### src/sam_pkg.sv
// constants, types and register map of the split address output block
// assumes the peripheral bus gives a 12-bit offset inside the peripheral i/o area
// Notes on behaviour
// - mode register takes 8-bit writes only; reads return a fixed, non-stored value
// - mode register bits 3 to 7 always zero; low three bits select size
// - size codes 010..111 add address bits A1-A4 up to A15; 000 is port mode
// - address bits only go to port 3 pins 4-6, port 10 all, port 11 pins 0-3
// - the mode register alone does not switch pins; emulator enable also needed
// - after reset port 10 direction reads ff and port 11 direction reads 1f
// - address normally leaves multiplexed with data; split output is optional
// - wait pin shares the A1 pin, so pin wait is lost while A1 is split
package sam_pkg;
	// --------------------------------------------------------------
	// register offsets
	// --------------------------------------------------------------
	localparam logic [31:0] SAM_OFF_P3_LATCH = 32'hFFFF_F006;
	localparam logic [31:0] SAM_OFF_P10_LATCH = 32'hFFFF_F014;
	localparam logic [31:0] SAM_OFF_P11_LATCH = 32'hFFFF_F016;
	localparam logic [31:0] SAM_OFF_P3_DIR = 32'hFFFF_F026;
	localparam logic [31:0] SAM_OFF_P10_DIR = 32'hFFFF_F034;
	localparam logic [31:0] SAM_OFF_P11_DIR = 32'hFFFF_F036;
	localparam logic [31:0] SAM_OFF_EXP_MODE = 32'hFFFF_F04C;
	localparam logic [31:0] SAM_OFF_SPLIT_MODE = 32'hFFFF_F068;
	// --------------------------------------------------------------
	// reset values and fixed read values
	// --------------------------------------------------------------
	localparam logic [7:0] SAM_RST_LATCH = 8'h00;
	localparam logic [7:0] SAM_RST_P3_DIR = 8'hFF;
	localparam logic [7:0] SAM_RST_P10_DIR = 8'hFF;
	localparam logic [7:0] SAM_RST_P11_DIR = 8'h1F;
	localparam logic [3:0] SAM_RST_EXP_MODE = 4'h0;
	localparam logic [2:0] SAM_RST_SPLIT_MODE = 3'h0;
	localparam logic [7:0] SAM_SPLIT_READ_VAL = 8'h00;
	localparam logic [7:0] SAM_UNUSED_HIGH = 8'h00;
	// --------------------------------------------------------------
	// field positions
	// --------------------------------------------------------------
	localparam int SAM_EXP_MODE_W = 4;
	localparam int SAM_SPLIT_SIZE_W = 3;
	localparam int SAM_WAIT_PIN = 0;
	localparam int SAM_P3_ADDR_LO = 4;
	localparam int SAM_P3_ADDR_HI = 6;
	// --------------------------------------------------------------
	// split size codes and expansion codes
	// --------------------------------------------------------------
	typedef enum logic [2:0] {
		SAM_SIZE_PORT = 3'b000,
		SAM_SIZE_RSV = 3'b001,
		SAM_SIZE_32B = 3'b010,
		SAM_SIZE_512B = 3'b011,
		SAM_SIZE_8K = 3'b100,
		SAM_SIZE_16K = 3'b101,
		SAM_SIZE_32K = 3'b110,
		SAM_SIZE_64K = 3'b111
	} sam_size_t;
	localparam logic [2:0] SAM_EXP_64K = 3'b011;
	localparam logic [3:0] SAM_SPAN_0 = 4'h0;
	localparam logic [3:0] SAM_SPAN_32B = 4'h4;
	localparam logic [3:0] SAM_SPAN_512B = 4'h8;
	localparam logic [3:0] SAM_SPAN_8K = 4'hC;
	localparam logic [3:0] SAM_SPAN_16K = 4'hD;
	localparam logic [3:0] SAM_SPAN_32K = 4'hE;
	localparam logic [3:0] SAM_SPAN_64K = 4'hF;
endpackage : sam_pkg

### src/sam_port_if.sv
// signals between the register side and one 8-bit port pin cell
// assumes one instance per port, all on clk_sys_i
`timescale 1ns/10ps
interface sam_port_if;
	logic [7:0] latch;
	logic [7:0] dir;
	logic [7:0] addr_sel;
	logic [7:0] addr_val;
	logic [7:0] level;
	modport ctrl_mp (output latch, output dir, output addr_sel, output addr_val, input level);
	modport pin_mp (input latch, input dir, input addr_sel, input addr_val, output level);
endinterface : sam_port_if

### src/sam_port.sv
// one 8-bit port: pin drive, address override and pin input synchroniser
// assumes pin inputs are asynchronous to clk_sys_i
`timescale 1ns/10ps
module sam_port
	import sam_pkg::*;
(
	input wire logic clk_sys_i,
	input wire logic reset_n_i,
	sam_port_if.pin_mp port,
	input wire logic [7:0] pin_i,
	output logic [7:0] pin_o,
	output logic [7:0] pin_oe_n_o
);
	logic [7:0] sync1_reg;
	logic [7:0] sync2_reg;
	logic [7:0] sync3_reg;
	logic [7:0] level_reg;
	logic [7:0] level_next;
	logic [7:0] out_reg;
	logic [7:0] out_next;
	logic [7:0] oe_n_reg;
	logic [7:0] oe_n_next;

	// --------------------------------------------------------------
	// per-pin selection
	// --------------------------------------------------------------
	genvar b;
	generate
		for (b = 0; b < 8; b++) begin : g_pin
			// assigned pins carry the bus address, others the port latch
			assign out_next[b] = port.addr_sel[b] ? port.addr_val[b] : port.latch[b];
			assign oe_n_next[b] = port.addr_sel[b] ? 1'b0 : port.dir[b];
			// change taken once second and third stages agree
			assign level_next[b] = (sync2_reg[b] == sync3_reg[b]) ? sync3_reg[b] : level_reg[b];
		end
	endgenerate

	// --------------------------------------------------------------
	// registers
	// --------------------------------------------------------------
	always_ff @(posedge clk_sys_i or negedge reset_n_i) begin
		if (!reset_n_i) begin
			sync1_reg <= 8'h00;
			sync2_reg <= 8'h00;
			sync3_reg <= 8'h00;
			level_reg <= 8'h00;
			out_reg <= 8'h00;
			oe_n_reg <= 8'hFF;
		end else begin
			sync1_reg <= pin_i;
			sync2_reg <= sync1_reg;
			sync3_reg <= sync2_reg;
			level_reg <= level_next;
			out_reg <= out_next;
			oe_n_reg <= oe_n_next;
		end
	end

	assign port.level = level_reg;
	assign pin_o = out_reg;
	assign pin_oe_n_o = oe_n_reg;
endmodule : sam_port

### src/sam_top.sv
// split address output block: port latches, directions, mode registers
// assumes byte or halfword accesses on the peripheral i/o bus, same clock
`timescale 1ns/10ps
module sam_top
	import sam_pkg::*;
(
	input wire logic clk_sys_i,
	input wire logic reset_n_i,
	input wire logic [11:0] per_addr_i,
	input wire logic per_wr_i,
	input wire logic per_rd_i,
	input wire logic per_hword_i,
	input wire logic [15:0] per_wdata_i,
	output logic [15:0] per_rdata_o,
	output logic per_rvalid_o,
	input wire logic [15:1] ext_addr_i,
	input wire logic emu_split_en_i,
	output logic [3:0] expansion_mode_o,
	output logic split_active_o,
	output logic ext_wait_req_o,
	input wire logic [7:0] p3_pin_i,
	output logic [7:0] p3_pin_o,
	output logic [7:0] p3_pin_oe_n_o,
	input wire logic [7:0] p10_pin_i,
	output logic [7:0] p10_pin_o,
	output logic [7:0] p10_pin_oe_n_o,
	input wire logic [7:0] p11_pin_i,
	output logic [7:0] p11_pin_o,
	output logic [7:0] p11_pin_oe_n_o
);
	// --------------------------------------------------------------
	// register state
	// --------------------------------------------------------------
	logic [7:0] p3_latch_reg;
	logic [7:0] p3_latch_next;
	logic [7:0] p10_latch_reg;
	logic [7:0] p10_latch_next;
	logic [7:0] p11_latch_reg;
	logic [7:0] p11_latch_next;
	logic [7:0] p3_dir_reg;
	logic [7:0] p3_dir_next;
	logic [7:0] p10_dir_reg;
	logic [7:0] p10_dir_next;
	logic [7:0] p11_dir_reg;
	logic [7:0] p11_dir_next;
	logic [3:0] exp_mode_reg;
	logic [3:0] exp_mode_next;
	logic [2:0] split_mode_reg;
	logic [2:0] split_mode_next;
	logic [15:0] rdata_reg;
	logic [15:0] rdata_next;
	logic rvalid_reg;
	logic rvalid_next;
	logic emu_s1_reg;
	logic emu_s2_reg;
	logic emu_s3_reg;
	logic emu_en_reg;
	logic emu_en_next;

	// --------------------------------------------------------------
	// address decode
	// --------------------------------------------------------------
	wire hit_p3_latch = per_addr_i[11:1] == SAM_OFF_P3_LATCH[11:1];
	wire hit_p10_latch = per_addr_i[11:1] == SAM_OFF_P10_LATCH[11:1];
	wire hit_p11_latch = per_addr_i[11:1] == SAM_OFF_P11_LATCH[11:1];
	wire hit_p3_dir = per_addr_i[11:1] == SAM_OFF_P3_DIR[11:1];
	wire hit_p10_dir = per_addr_i[11:1] == SAM_OFF_P10_DIR[11:1];
	wire hit_p11_dir = per_addr_i[11:1] == SAM_OFF_P11_DIR[11:1];
	wire hit_exp_mode = per_addr_i[11:1] == SAM_OFF_EXP_MODE[11:1];
	wire hit_split_mode = per_addr_i[11:1] == SAM_OFF_SPLIT_MODE[11:1];
	wire [7:0] wbyte = per_wdata_i[7:0];

	wire wr_p3_latch = per_wr_i && hit_p3_latch;
	wire wr_p10_latch = per_wr_i && hit_p10_latch;
	wire wr_p11_latch = per_wr_i && hit_p11_latch;
	wire wr_p3_dir = per_wr_i && hit_p3_dir;
	wire wr_p10_dir = per_wr_i && hit_p10_dir;
	wire wr_p11_dir = per_wr_i && hit_p11_dir;
	wire wr_exp_mode = per_wr_i && hit_exp_mode;
	// halfword writes to the mode register are dropped
	wire wr_split_mode = per_wr_i && hit_split_mode && !per_hword_i;

	// --------------------------------------------------------------
	// next register values
	// --------------------------------------------------------------
	assign p3_latch_next = wr_p3_latch ? wbyte : p3_latch_reg;
	assign p10_latch_next = wr_p10_latch ? wbyte : p10_latch_reg;
	assign p11_latch_next = wr_p11_latch ? wbyte : p11_latch_reg;
	assign p3_dir_next = wr_p3_dir ? wbyte : p3_dir_reg;
	assign p10_dir_next = wr_p10_dir ? wbyte : p10_dir_reg;
	assign p11_dir_next = wr_p11_dir ? wbyte : p11_dir_reg;
	assign exp_mode_next = wr_exp_mode ? wbyte[SAM_EXP_MODE_W-1:0] : exp_mode_reg;
	// only the size field is kept, upper bits stay zero
	assign split_mode_next = wr_split_mode ? wbyte[SAM_SPLIT_SIZE_W-1:0] : split_mode_reg;

	// --------------------------------------------------------------
	// emulator enable synchroniser
	// --------------------------------------------------------------
	assign emu_en_next = (emu_s2_reg == emu_s3_reg) ? emu_s3_reg : emu_en_reg;

	// --------------------------------------------------------------
	// split address selection
	// --------------------------------------------------------------
	sam_size_t size_code;
	assign size_code = sam_size_t'(split_mode_reg);

	// external expansion must be on for any split output
	wire exp_on = exp_mode_reg[2:0] >= SAM_EXP_64K;

	// the mode register needs the emulator enable too
	// default stays multiplexed, split only when selected
	// reserved code 001 takes no pins, so it counts as port mode
	wire size_ok = (size_code != SAM_SIZE_PORT) && (size_code != SAM_SIZE_RSV);
	wire split_on = exp_on && emu_en_reg && size_ok;

	// number of address bits that take over pins
	wire [3:0] span_w = !split_on ? SAM_SPAN_0 :
		(size_code == SAM_SIZE_32B) ? SAM_SPAN_32B :
		(size_code == SAM_SIZE_512B) ? SAM_SPAN_512B :
		(size_code == SAM_SIZE_8K) ? SAM_SPAN_8K :
		(size_code == SAM_SIZE_16K) ? SAM_SPAN_16K :
		(size_code == SAM_SIZE_32K) ? SAM_SPAN_32K :
		(size_code == SAM_SIZE_64K) ? SAM_SPAN_64K : SAM_SPAN_0;

	// mask bit i stands for address bit A(i+1)
	logic [14:0] addr_mask;
	genvar i;
	generate
		for (i = 0; i < 15; i++) begin : g_mask
			assign addr_mask[i] = 4'(i) < span_w;
		end
	endgenerate

	// --------------------------------------------------------------
	// port connections
	// --------------------------------------------------------------
	sam_port_if p3_if ();
	sam_port_if p10_if ();
	sam_port_if p11_if ();

	assign p3_if.latch = p3_latch_reg;
	assign p3_if.dir = p3_dir_reg;
	assign p10_if.latch = p10_latch_reg;
	assign p10_if.dir = p10_dir_reg;
	assign p11_if.latch = p11_latch_reg;
	assign p11_if.dir = p11_dir_reg;

	// address bits reach only the listed pins
	assign p11_if.addr_sel = {4'h0, addr_mask[3:0]};
	assign p11_if.addr_val = {4'h0, ext_addr_i[4:1]};
	assign p10_if.addr_sel = addr_mask[11:4];
	assign p10_if.addr_val = ext_addr_i[12:5];
	assign p3_if.addr_sel = {1'b0, addr_mask[14:12], 4'h0};
	assign p3_if.addr_val = {1'b0, ext_addr_i[15:13], 4'h0};

	sam_port u_port3 (
		.clk_sys_i(clk_sys_i),
		.reset_n_i(reset_n_i),
		.port(p3_if.pin_mp),
		.pin_i(p3_pin_i),
		.pin_o(p3_pin_o),
		.pin_oe_n_o(p3_pin_oe_n_o)
	);

	sam_port u_port10 (
		.clk_sys_i(clk_sys_i),
		.reset_n_i(reset_n_i),
		.port(p10_if.pin_mp),
		.pin_i(p10_pin_i),
		.pin_o(p10_pin_o),
		.pin_oe_n_o(p10_pin_oe_n_o)
	);

	sam_port u_port11 (
		.clk_sys_i(clk_sys_i),
		.reset_n_i(reset_n_i),
		.port(p11_if.pin_mp),
		.pin_i(p11_pin_i),
		.pin_o(p11_pin_o),
		.pin_oe_n_o(p11_pin_oe_n_o)
	);

	// --------------------------------------------------------------
	// wait pin sharing
	// --------------------------------------------------------------
	// pin wait is blocked while A1 owns the shared pin
	wire wait_pin_free = !addr_mask[SAM_WAIT_PIN];
	wire wait_level_n = p11_if.level[SAM_WAIT_PIN];
	wire ext_wait_next = wait_pin_free && p11_dir_reg[SAM_WAIT_PIN] && !wait_level_n;
	logic ext_wait_reg;

	// --------------------------------------------------------------
	// read path
	// --------------------------------------------------------------
	// input pins read their level, output pins their latch
	wire [7:0] p3_read = (p3_dir_reg & p3_if.level) | (~p3_dir_reg & p3_latch_reg);
	wire [7:0] p10_read = (p10_dir_reg & p10_if.level) | (~p10_dir_reg & p10_latch_reg);
	wire [7:0] p11_read = (p11_dir_reg & p11_if.level) | (~p11_dir_reg & p11_latch_reg);
	logic [7:0] rbyte;
	always_comb begin
		if (hit_p3_latch) begin
			rbyte = p3_read;
		end else if (hit_p10_latch) begin
			rbyte = p10_read;
		end else if (hit_p11_latch) begin
			rbyte = p11_read;
		end else if (hit_p3_dir) begin
			rbyte = p3_dir_reg;
		end else if (hit_p10_dir) begin
			rbyte = p10_dir_reg;
		end else if (hit_p11_dir) begin
			rbyte = p11_dir_reg;
		end else if (hit_exp_mode) begin
			rbyte = {4'h0, exp_mode_reg};
		end else if (hit_split_mode) begin
			rbyte = SAM_SPLIT_READ_VAL;
		end else begin
			rbyte = 8'h00;
		end
	end
	assign rdata_next = per_rd_i ? {SAM_UNUSED_HIGH, rbyte} : rdata_reg;
	assign rvalid_next = per_rd_i;

	// --------------------------------------------------------------
	// registers
	// --------------------------------------------------------------
	always_ff @(posedge clk_sys_i or negedge reset_n_i) begin
		if (!reset_n_i) begin
			p3_latch_reg <= SAM_RST_LATCH;
			p10_latch_reg <= SAM_RST_LATCH;
			p11_latch_reg <= SAM_RST_LATCH;
		end else begin
			p3_latch_reg <= p3_latch_next;
			p10_latch_reg <= p10_latch_next;
			p11_latch_reg <= p11_latch_next;
		end
	end

	always_ff @(posedge clk_sys_i or negedge reset_n_i) begin
		if (!reset_n_i) begin
			p3_dir_reg <= SAM_RST_P3_DIR;
			p10_dir_reg <= SAM_RST_P10_DIR;
			p11_dir_reg <= SAM_RST_P11_DIR;
		end else begin
			p3_dir_reg <= p3_dir_next;
			p10_dir_reg <= p10_dir_next;
			p11_dir_reg <= p11_dir_next;
		end
	end

	always_ff @(posedge clk_sys_i or negedge reset_n_i) begin
		if (!reset_n_i) begin
			exp_mode_reg <= SAM_RST_EXP_MODE;
			split_mode_reg <= SAM_RST_SPLIT_MODE;
		end else begin
			exp_mode_reg <= exp_mode_next;
			split_mode_reg <= split_mode_next;
		end
	end

	// --------------------------------------------------------------
	// read answer and wait request
	// --------------------------------------------------------------
	always_ff @(posedge clk_sys_i or negedge reset_n_i) begin
		if (!reset_n_i) begin
			rdata_reg <= 16'h0000;
			rvalid_reg <= 1'b0;
		end else begin
			rdata_reg <= rdata_next;
			rvalid_reg <= rvalid_next;
		end
	end

	always_ff @(posedge clk_sys_i or negedge reset_n_i) begin
		if (!reset_n_i) begin
			ext_wait_reg <= 1'b0;
		end else begin
			ext_wait_reg <= ext_wait_next;
		end
	end

	// --------------------------------------------------------------
	// emulator enable registers
	// --------------------------------------------------------------
	always_ff @(posedge clk_sys_i or negedge reset_n_i) begin
		if (!reset_n_i) begin
			emu_s1_reg <= 1'b0;
			emu_s2_reg <= 1'b0;
			emu_s3_reg <= 1'b0;
		end else begin
			emu_s1_reg <= emu_split_en_i;
			emu_s2_reg <= emu_s1_reg;
			emu_s3_reg <= emu_s2_reg;
		end
	end

	always_ff @(posedge clk_sys_i or negedge reset_n_i) begin
		if (!reset_n_i) begin
			emu_en_reg <= 1'b0;
		end else begin
			emu_en_reg <= emu_en_next;
		end
	end

	// --------------------------------------------------------------
	// outputs
	// --------------------------------------------------------------
	assign per_rdata_o = rdata_reg;
	assign per_rvalid_o = rvalid_reg;
	assign expansion_mode_o = exp_mode_reg;
	assign split_active_o = split_on;
	assign ext_wait_req_o = ext_wait_reg;
endmodule : sam_top

### config.mk
export PLATFORM = sky130hd
export DESIGN_NAME = sam_top
export DESIGN_NICKNAME = d
export VERILOG_FILES = /design/src/sam_pkg.sv /design/src/sam_port_if.sv /design/src/sam_port.sv /design/src/sam_top.sv
export SDC_FILE = /design/constraint.sdc
export NUM_CORES = 1
export LEC_CHECK = 0
export BUFFER_PORTS_ARGS = -buffer_cell sky130_fd_sc_hd__buf_2
export CORE_MARGIN = 2
export CORE_UTILIZATION = 59
export DETAILED_ROUTE_END_ITERATION = 10
export MAX_ROUTING_LAYER = met4
export PLACE_DENSITY = 0.84
export SLEW_MARGIN = 30
export SYNTH_ARGS = -nofsm -noshare
export SYNTH_HDL_FRONTEND = slang
export SYNTH_SLANG_ARGS = --single-unit
### constraint.sdc
create_clock -name clk_sys_i -period 3.7 [get_ports clk_sys_i]
set_input_delay 0.74 -clock clk_sys_i [delete_from_list [all_inputs] [get_ports clk_sys_i]]
set_output_delay 0.74 -clock clk_sys_i [all_outputs]
set_load 0.02 [all_outputs]
; ---- Yosys cells after proc, flatten, opt, wreduce, memory -nomap -nowiden
; Cells that the tools add are included.
[op_classes]
addsub = 0
multipliers = 0
div_mod_pow = 0
order_cmp = 16
eq_ne = 40
shifts = 0
mux = 44
bitwise = 12
n_reduce_logical = 18
[ops]
columns = cell, count
row1 = 8-bit AND, 6
row2 = 8-bit 2-to-1 mux, 6
row3 = 11-bit by 5-bit == test with 1-bit output (second input constant), 3
row4 = 4-bit 2-to-1 mux, 8
row5 = 1-bit 2-to-1 mux, 30
row6 = 4-bit < comparator (first input constant), 7
row7 = 1-bit == test, 25
row8 = 8-bit NOT, 3
row9 = 8-bit OR, 3
row10 = 11-bit by 4-bit == test with 1-bit output (second input constant), 2
row11 = 11-bit by 6-bit == test with 1-bit output (second input constant), 2
row12 = 3-bit by 4-bit < comparator with 1-bit output (first input constant), 4
row13 = 1-bit logical AND, 14
row14 = 3-bit == test (second input constant), 4
row15 = 11-bit by 2-bit == test with 1-bit output (second input constant), 1
row16 = 1-bit by 4-bit < comparator with 1-bit output (first input constant), 2
row17 = 2-bit by 4-bit < comparator with 1-bit output (first input constant), 2
row18 = 3-bit by 2-bit == test with 1-bit output (second input constant), 2
row19 = 3-bit by 2-bit greater-or-equal comparator with 1-bit output (second input constant), 1
row20 = 1-bit zero test, 3
row21 = 3-bit by 1-bit != test with 1-bit output (second input constant), 1
row22 = 3-bit nonzero test, 1
[word_totals]
reg_bits = 213
latchBits = 0
mem_bits_rw = 0
mem_bits_ro = 0
input_bits = 73
output_inout_bits = 71
word_cells = 184
mem_count = 0

; ---- Longest topological paths before layout
[depth]
ltp_word = 12
mapped_depth = 7
depth_no_buf = 5

; ---- By module
; A second synthesis with hierarchy kept.
[unflattened]
cells_unflattened = 536
area_unflattened_um2 = 8092.8
[modules_own_cells]
columns = module, instances, cells_per_inst, area_per_inst_um2, seq_area_each_um2
row1 = sam_port, 3, 72, 1491.4, 1211.2
row2 = sam_top, 1, 320, 3618.5, 1752.9

; ---- Worst setup path before layout
; No wires, ideal clock.
[synth_timing]
path_type = in2reg
start = input per_addr_i[10]
end = register p11_latch_reg[0] (netlist: p11_if.latch[0])
setup_ns = 0.125
arrival_time_ns = 2.278
t_required_ns = 3.575
slack_ns = 1.297
cell_stages = 7
n_path_buf = 2
cell_sequence = or3_4 or2_1 buf_2 nor2_1 and4_1 buf_4 mux2_2
[synth_via]
elab_chain_len = 2
[synth_lines]
columns = item, line_no
row1 = from (decl), sam_top.sv:9  ; input wire logic [11:0] per_addr_i,
row2 = 11-bit by 4-bit == test with 1-bit output, sam_top.sv:65  ; wire hit_p11_latch = per_addr_i[11:1] == SAM_OFF_P11_LATCH[11:1];
row3 = 1-bit logical AND, sam_top.sv:75  ; wire wr_p11_latch = per_wr_i && hit_p11_latch;
row4 = to (signal assigned), sam_top.sv:235  ; p11_latch_reg <= p11_latch_next;
row5 = to (decl), sam_top.sv:38  ; logic [7:0] p11_latch_reg;
; Every way passes these cells.
; A chain may end at the register's enable or synchronous reset.

; ---- Final worst setup path
[layout_timing]
start = register exp_mode_reg[1] (netlist: expansion_mode_o[1])
end = output split_active_o
[layout_via]
elab_chain_len = 3
[layout_lines]
columns = item, line_no
row1 = from (decl), sam_top.sv:46  ; logic [3:0] exp_mode_reg;
row2 = from (signal assigned), sam_top.sv:256  ; exp_mode_reg <= exp_mode_next;
row3 = 3-bit by 2-bit greater-or-equal comparator with 1-bit output, sam_top.sv:108  ; wire exp_on = exp_mode_reg[2:0] >= SAM_EXP_64K;
row4 = 1-bit logical AND (2 in series), sam_top.sv:114  ; wire split_on = exp_on && emu_en_reg && size_ok;
row5 = to (decl), sam_top.sv:19  ; output logic split_active_o,
; Every way passes these cells.

==> summary.txt <==
Run status
  • Status: finished clean

STA
  • Final Max Slew Viols: 0
  • # setup viols final: 0
  • Tcrit/Tclk final: 0.715
  • Slew margin rel.: 0.403
  • Tightest Pin Transition: 894 ps
  • RSZ-0062 raised after global routing: false
  • Final setup skew: 7.34 ps
  • Setup TNS: 0 ps
  • Hold Violations, Final: 0
  • Min Tclk post-route: 2650 ps
  • Max Freq: 0.378 GHz
  • Hold Slack: 339 ps

Worst setup path
  • Worst setup EP type: output port
  • Setup slack, reg-to-reg: 1670 ps
  • Crit path max fanout: 9
  • Register-to-Register Path Depth: 4
  • Worst setup path startpoint: expansion_mode_o[1]$_DFFE_PN0P_
  • CP Class: reg -> out
  • Critical Path RT: 2960 ps
  • Worst R2R Start: expansion_mode_o[1]$_DFFE_PN0P_
  • Crit path DAT: 1910 ps
  • R2R Path End: u_port10.pin_o[0]$_DFF_PN0_
  • CP startpoint kind: register
  • Critical path endpoint: split_active_o

Finish
  • Post-Route Utilization: 0.721
  • Storage cell area: 5390 µm²
  • Area grow syn2layout: 18.8%
  • Fillers: 847
  • Diode count: 0
  • Fraction of layout cells with a size suffix above 1: 0.429
  • Area of the multi-input gates: 2150 µm²
  • Fin nets: 723

Drt
  • Vias: 4,629
  • Routed Antenna Nets: 0
  • DRT iter0 DRCs: 323
  • DR WL/cell: 19.1 µm
  • Total Routed Length: 15,900 µm
  • Vias per cell: 5.55
  • TritonRoute pass-1 iters: 5
  • DRC: 0

Clock network
  • Clk sinks: 213
  • Clk buf depth: 3
  • H-tree depth: 1
  • Cts bufs inserted: 21
  • Resize count post-CTS: 0
  • Clock root cell: clkbuf_16
  • CTS tree: yes
  • CTS Hold Buffers Added: 0
  • Clk_lat worst skew: 480 ps
  • Worst-path clk slew: 60 ps
  • Post-CTS Setup Bufs: 0

Floorplan
  • Num rows: 41
  • Starting Density: 0.607
  • Width of the die: 118 µm
  • Io pins: 144
  • Chip Height: 118 µm
  • Core area: 12,700 µm²
  • Die area: 14,000 µm²

Logic synthesis
  • Biggest area consumer among synthesized cells: dfrtp_1
  • Unique cell type count in the Yosys netlist: 46
  • Syn Std Cell Area: 7690 µm²
  • Most area-consuming cells after synthesis: dfrtp_1 55%, dfstp_2 15%, mux2_2 9.7%
  • Most common flop cell mapped by yosys: dfrtp_1
  • Count leader, synth: dfrtp_1
  • Sequential element share of the synthesized area: 0.701
  • Yosys top cell area share: 0.547
  • Most instantiated cells after synthesis: 168 x dfrtp_1, 66 x mux2_2, 45 x dfstp_2
  • Number of synthesis warnings: 0
  • Syn_area_per_cell: 14.9 µm²
  • Ys async rst share: 1.00
  • EDFF count, synth: 0
  • Mapped Cells: 515
  • Yosys reg bits: 213

Power and ir drop
  • Overall power: 4680 µW
  • Peak supply drop: 0.000411 V
  • Leak Pwr: 0.00430 µW
  • Power Dens Cells: 512 nW/µm²

Worst hold path
  • Min-delay worst type: in -> async

Placed design
  • RePlAce Congestion: 0.901
  • Hpwl dp: 10,900 µm
  • Port buffer count: 126

Global routing
  • Initial antenna violation count: 0
  • Met1 usage: 0.331
  • M3 GR Usage: 0.0376
  • GR peak layer: met2
  • Global route total overflow: 0
  • Total track usage: 0.241
  • Vias in the first global route: 4,877
  • First-pass GRT wire length: 26,000 µm
  • Met2 Track Usage GR: 0.379
  • Largest net degree at the start of global routing: 103

Flow run
  • Max-cap violations: 0
[layout make-up]
type	instances	area share
clock buffer	31	0.0671
clock inverter	4	0.00521
inverter	6	0.00247
multi-input combinational	276	0.236
sequential	213	0.590
tap	172	0.0236
timing repair buffer	132	0.0763
[per-stage QoR]
step                area (µm²)  cells  worst slack, ps
floorplan                 7710    522             1300
CTS                       9130    834             1070
global route              9130    834              972
finish                    9130    834             1050
detailed placement        8470    799              782
global placement          8470    799              870
[routing by layer]
metal | vias up | part of all wire
met5 | - | 0
met3 | 34 | 0.054
met1 | 2350 | 0.44
li1 | 2068 | -
met2 | 177 | 0.48
met4 | 0 | 0.026
[worst min path at each step]
stage                                               start                         endpoint  slack [ps]  depth (start not counted)
after floorplan                      emu_s1_reg$_DFF_PN0_             emu_s2_reg$_DFF_PN0_         330                          0
after global placement     u_port3.sync1_reg[2]$_DFF_PN0_   u_port3.sync2_reg[2]$_DFF_PN0_         330                          0
after detailed placement  u_port11.sync1_reg[7]$_DFF_PN0_  u_port11.sync2_reg[7]$_DFF_PN0_         330                          0
after CTS                 u_port11.sync1_reg[7]$_DFF_PN0_  u_port11.sync2_reg[7]$_DFF_PN0_         350                          0
after global routing                         p10_pin_i[2]  u_port10.sync1_reg[2]$_DFF_PN0_         340                          1
final                                           reset_n_i  u_port10.sync1_reg[7]$_DFF_PN0_         340                          1
[cell families (layout without fill, tap and decap cells)]
family / Yosys count / after routing / synth area share
and+or+nand+nor: 91 / 91 / 0.0689
other: 1 / 8 / 0.000488
AOI/OAI and AO/OA: 74 / 74 / 0.0615
muxes: 78 / 78 / 0.112
buffers and inverters: 33 / 173 / 0.0234
DFF: 213 / 213 / 0.701
adders and majority gates: 25 / 25 / 0.0326
[critical path, stage by stage (launching register included)]
cell     delay (ps)
dfrtp_1         410
a21oi_1         100
nor2b_1         220
o21a_1          450
buf_2           250
[layout by cell type, fill, tap and decap left out, types with 6 or more instances in the layout]
master,n
a21oi_1,21
and2_1,8
buf_2,125
clkbuf_16,21
clkbuf_8,6
conb_1,8
dfrtp_1,168
dfstp_2,45
maj3_1,25
mux2_2,66
mux2i_1,12
nand2_1,25
nand2b_1,7
nand3_1,6
nor2_1,9
nor2b_1,12
o21ai_0,21
o22ai_1,8
[where the power goes]
part | leakage, µW | internal, µW | total, µW | switching, µW
Clock | 0.000323 | 1210 | 2010 | 804
Sequential | 0.00257 | 2420 | 2460 | 44.6
Combinational | 0.00141 | 73.7 | 202 | 128
Total | 0.00430 | 3700 | 4680 | 977
No activity file was read; power rests on OpenSTA's default activity.
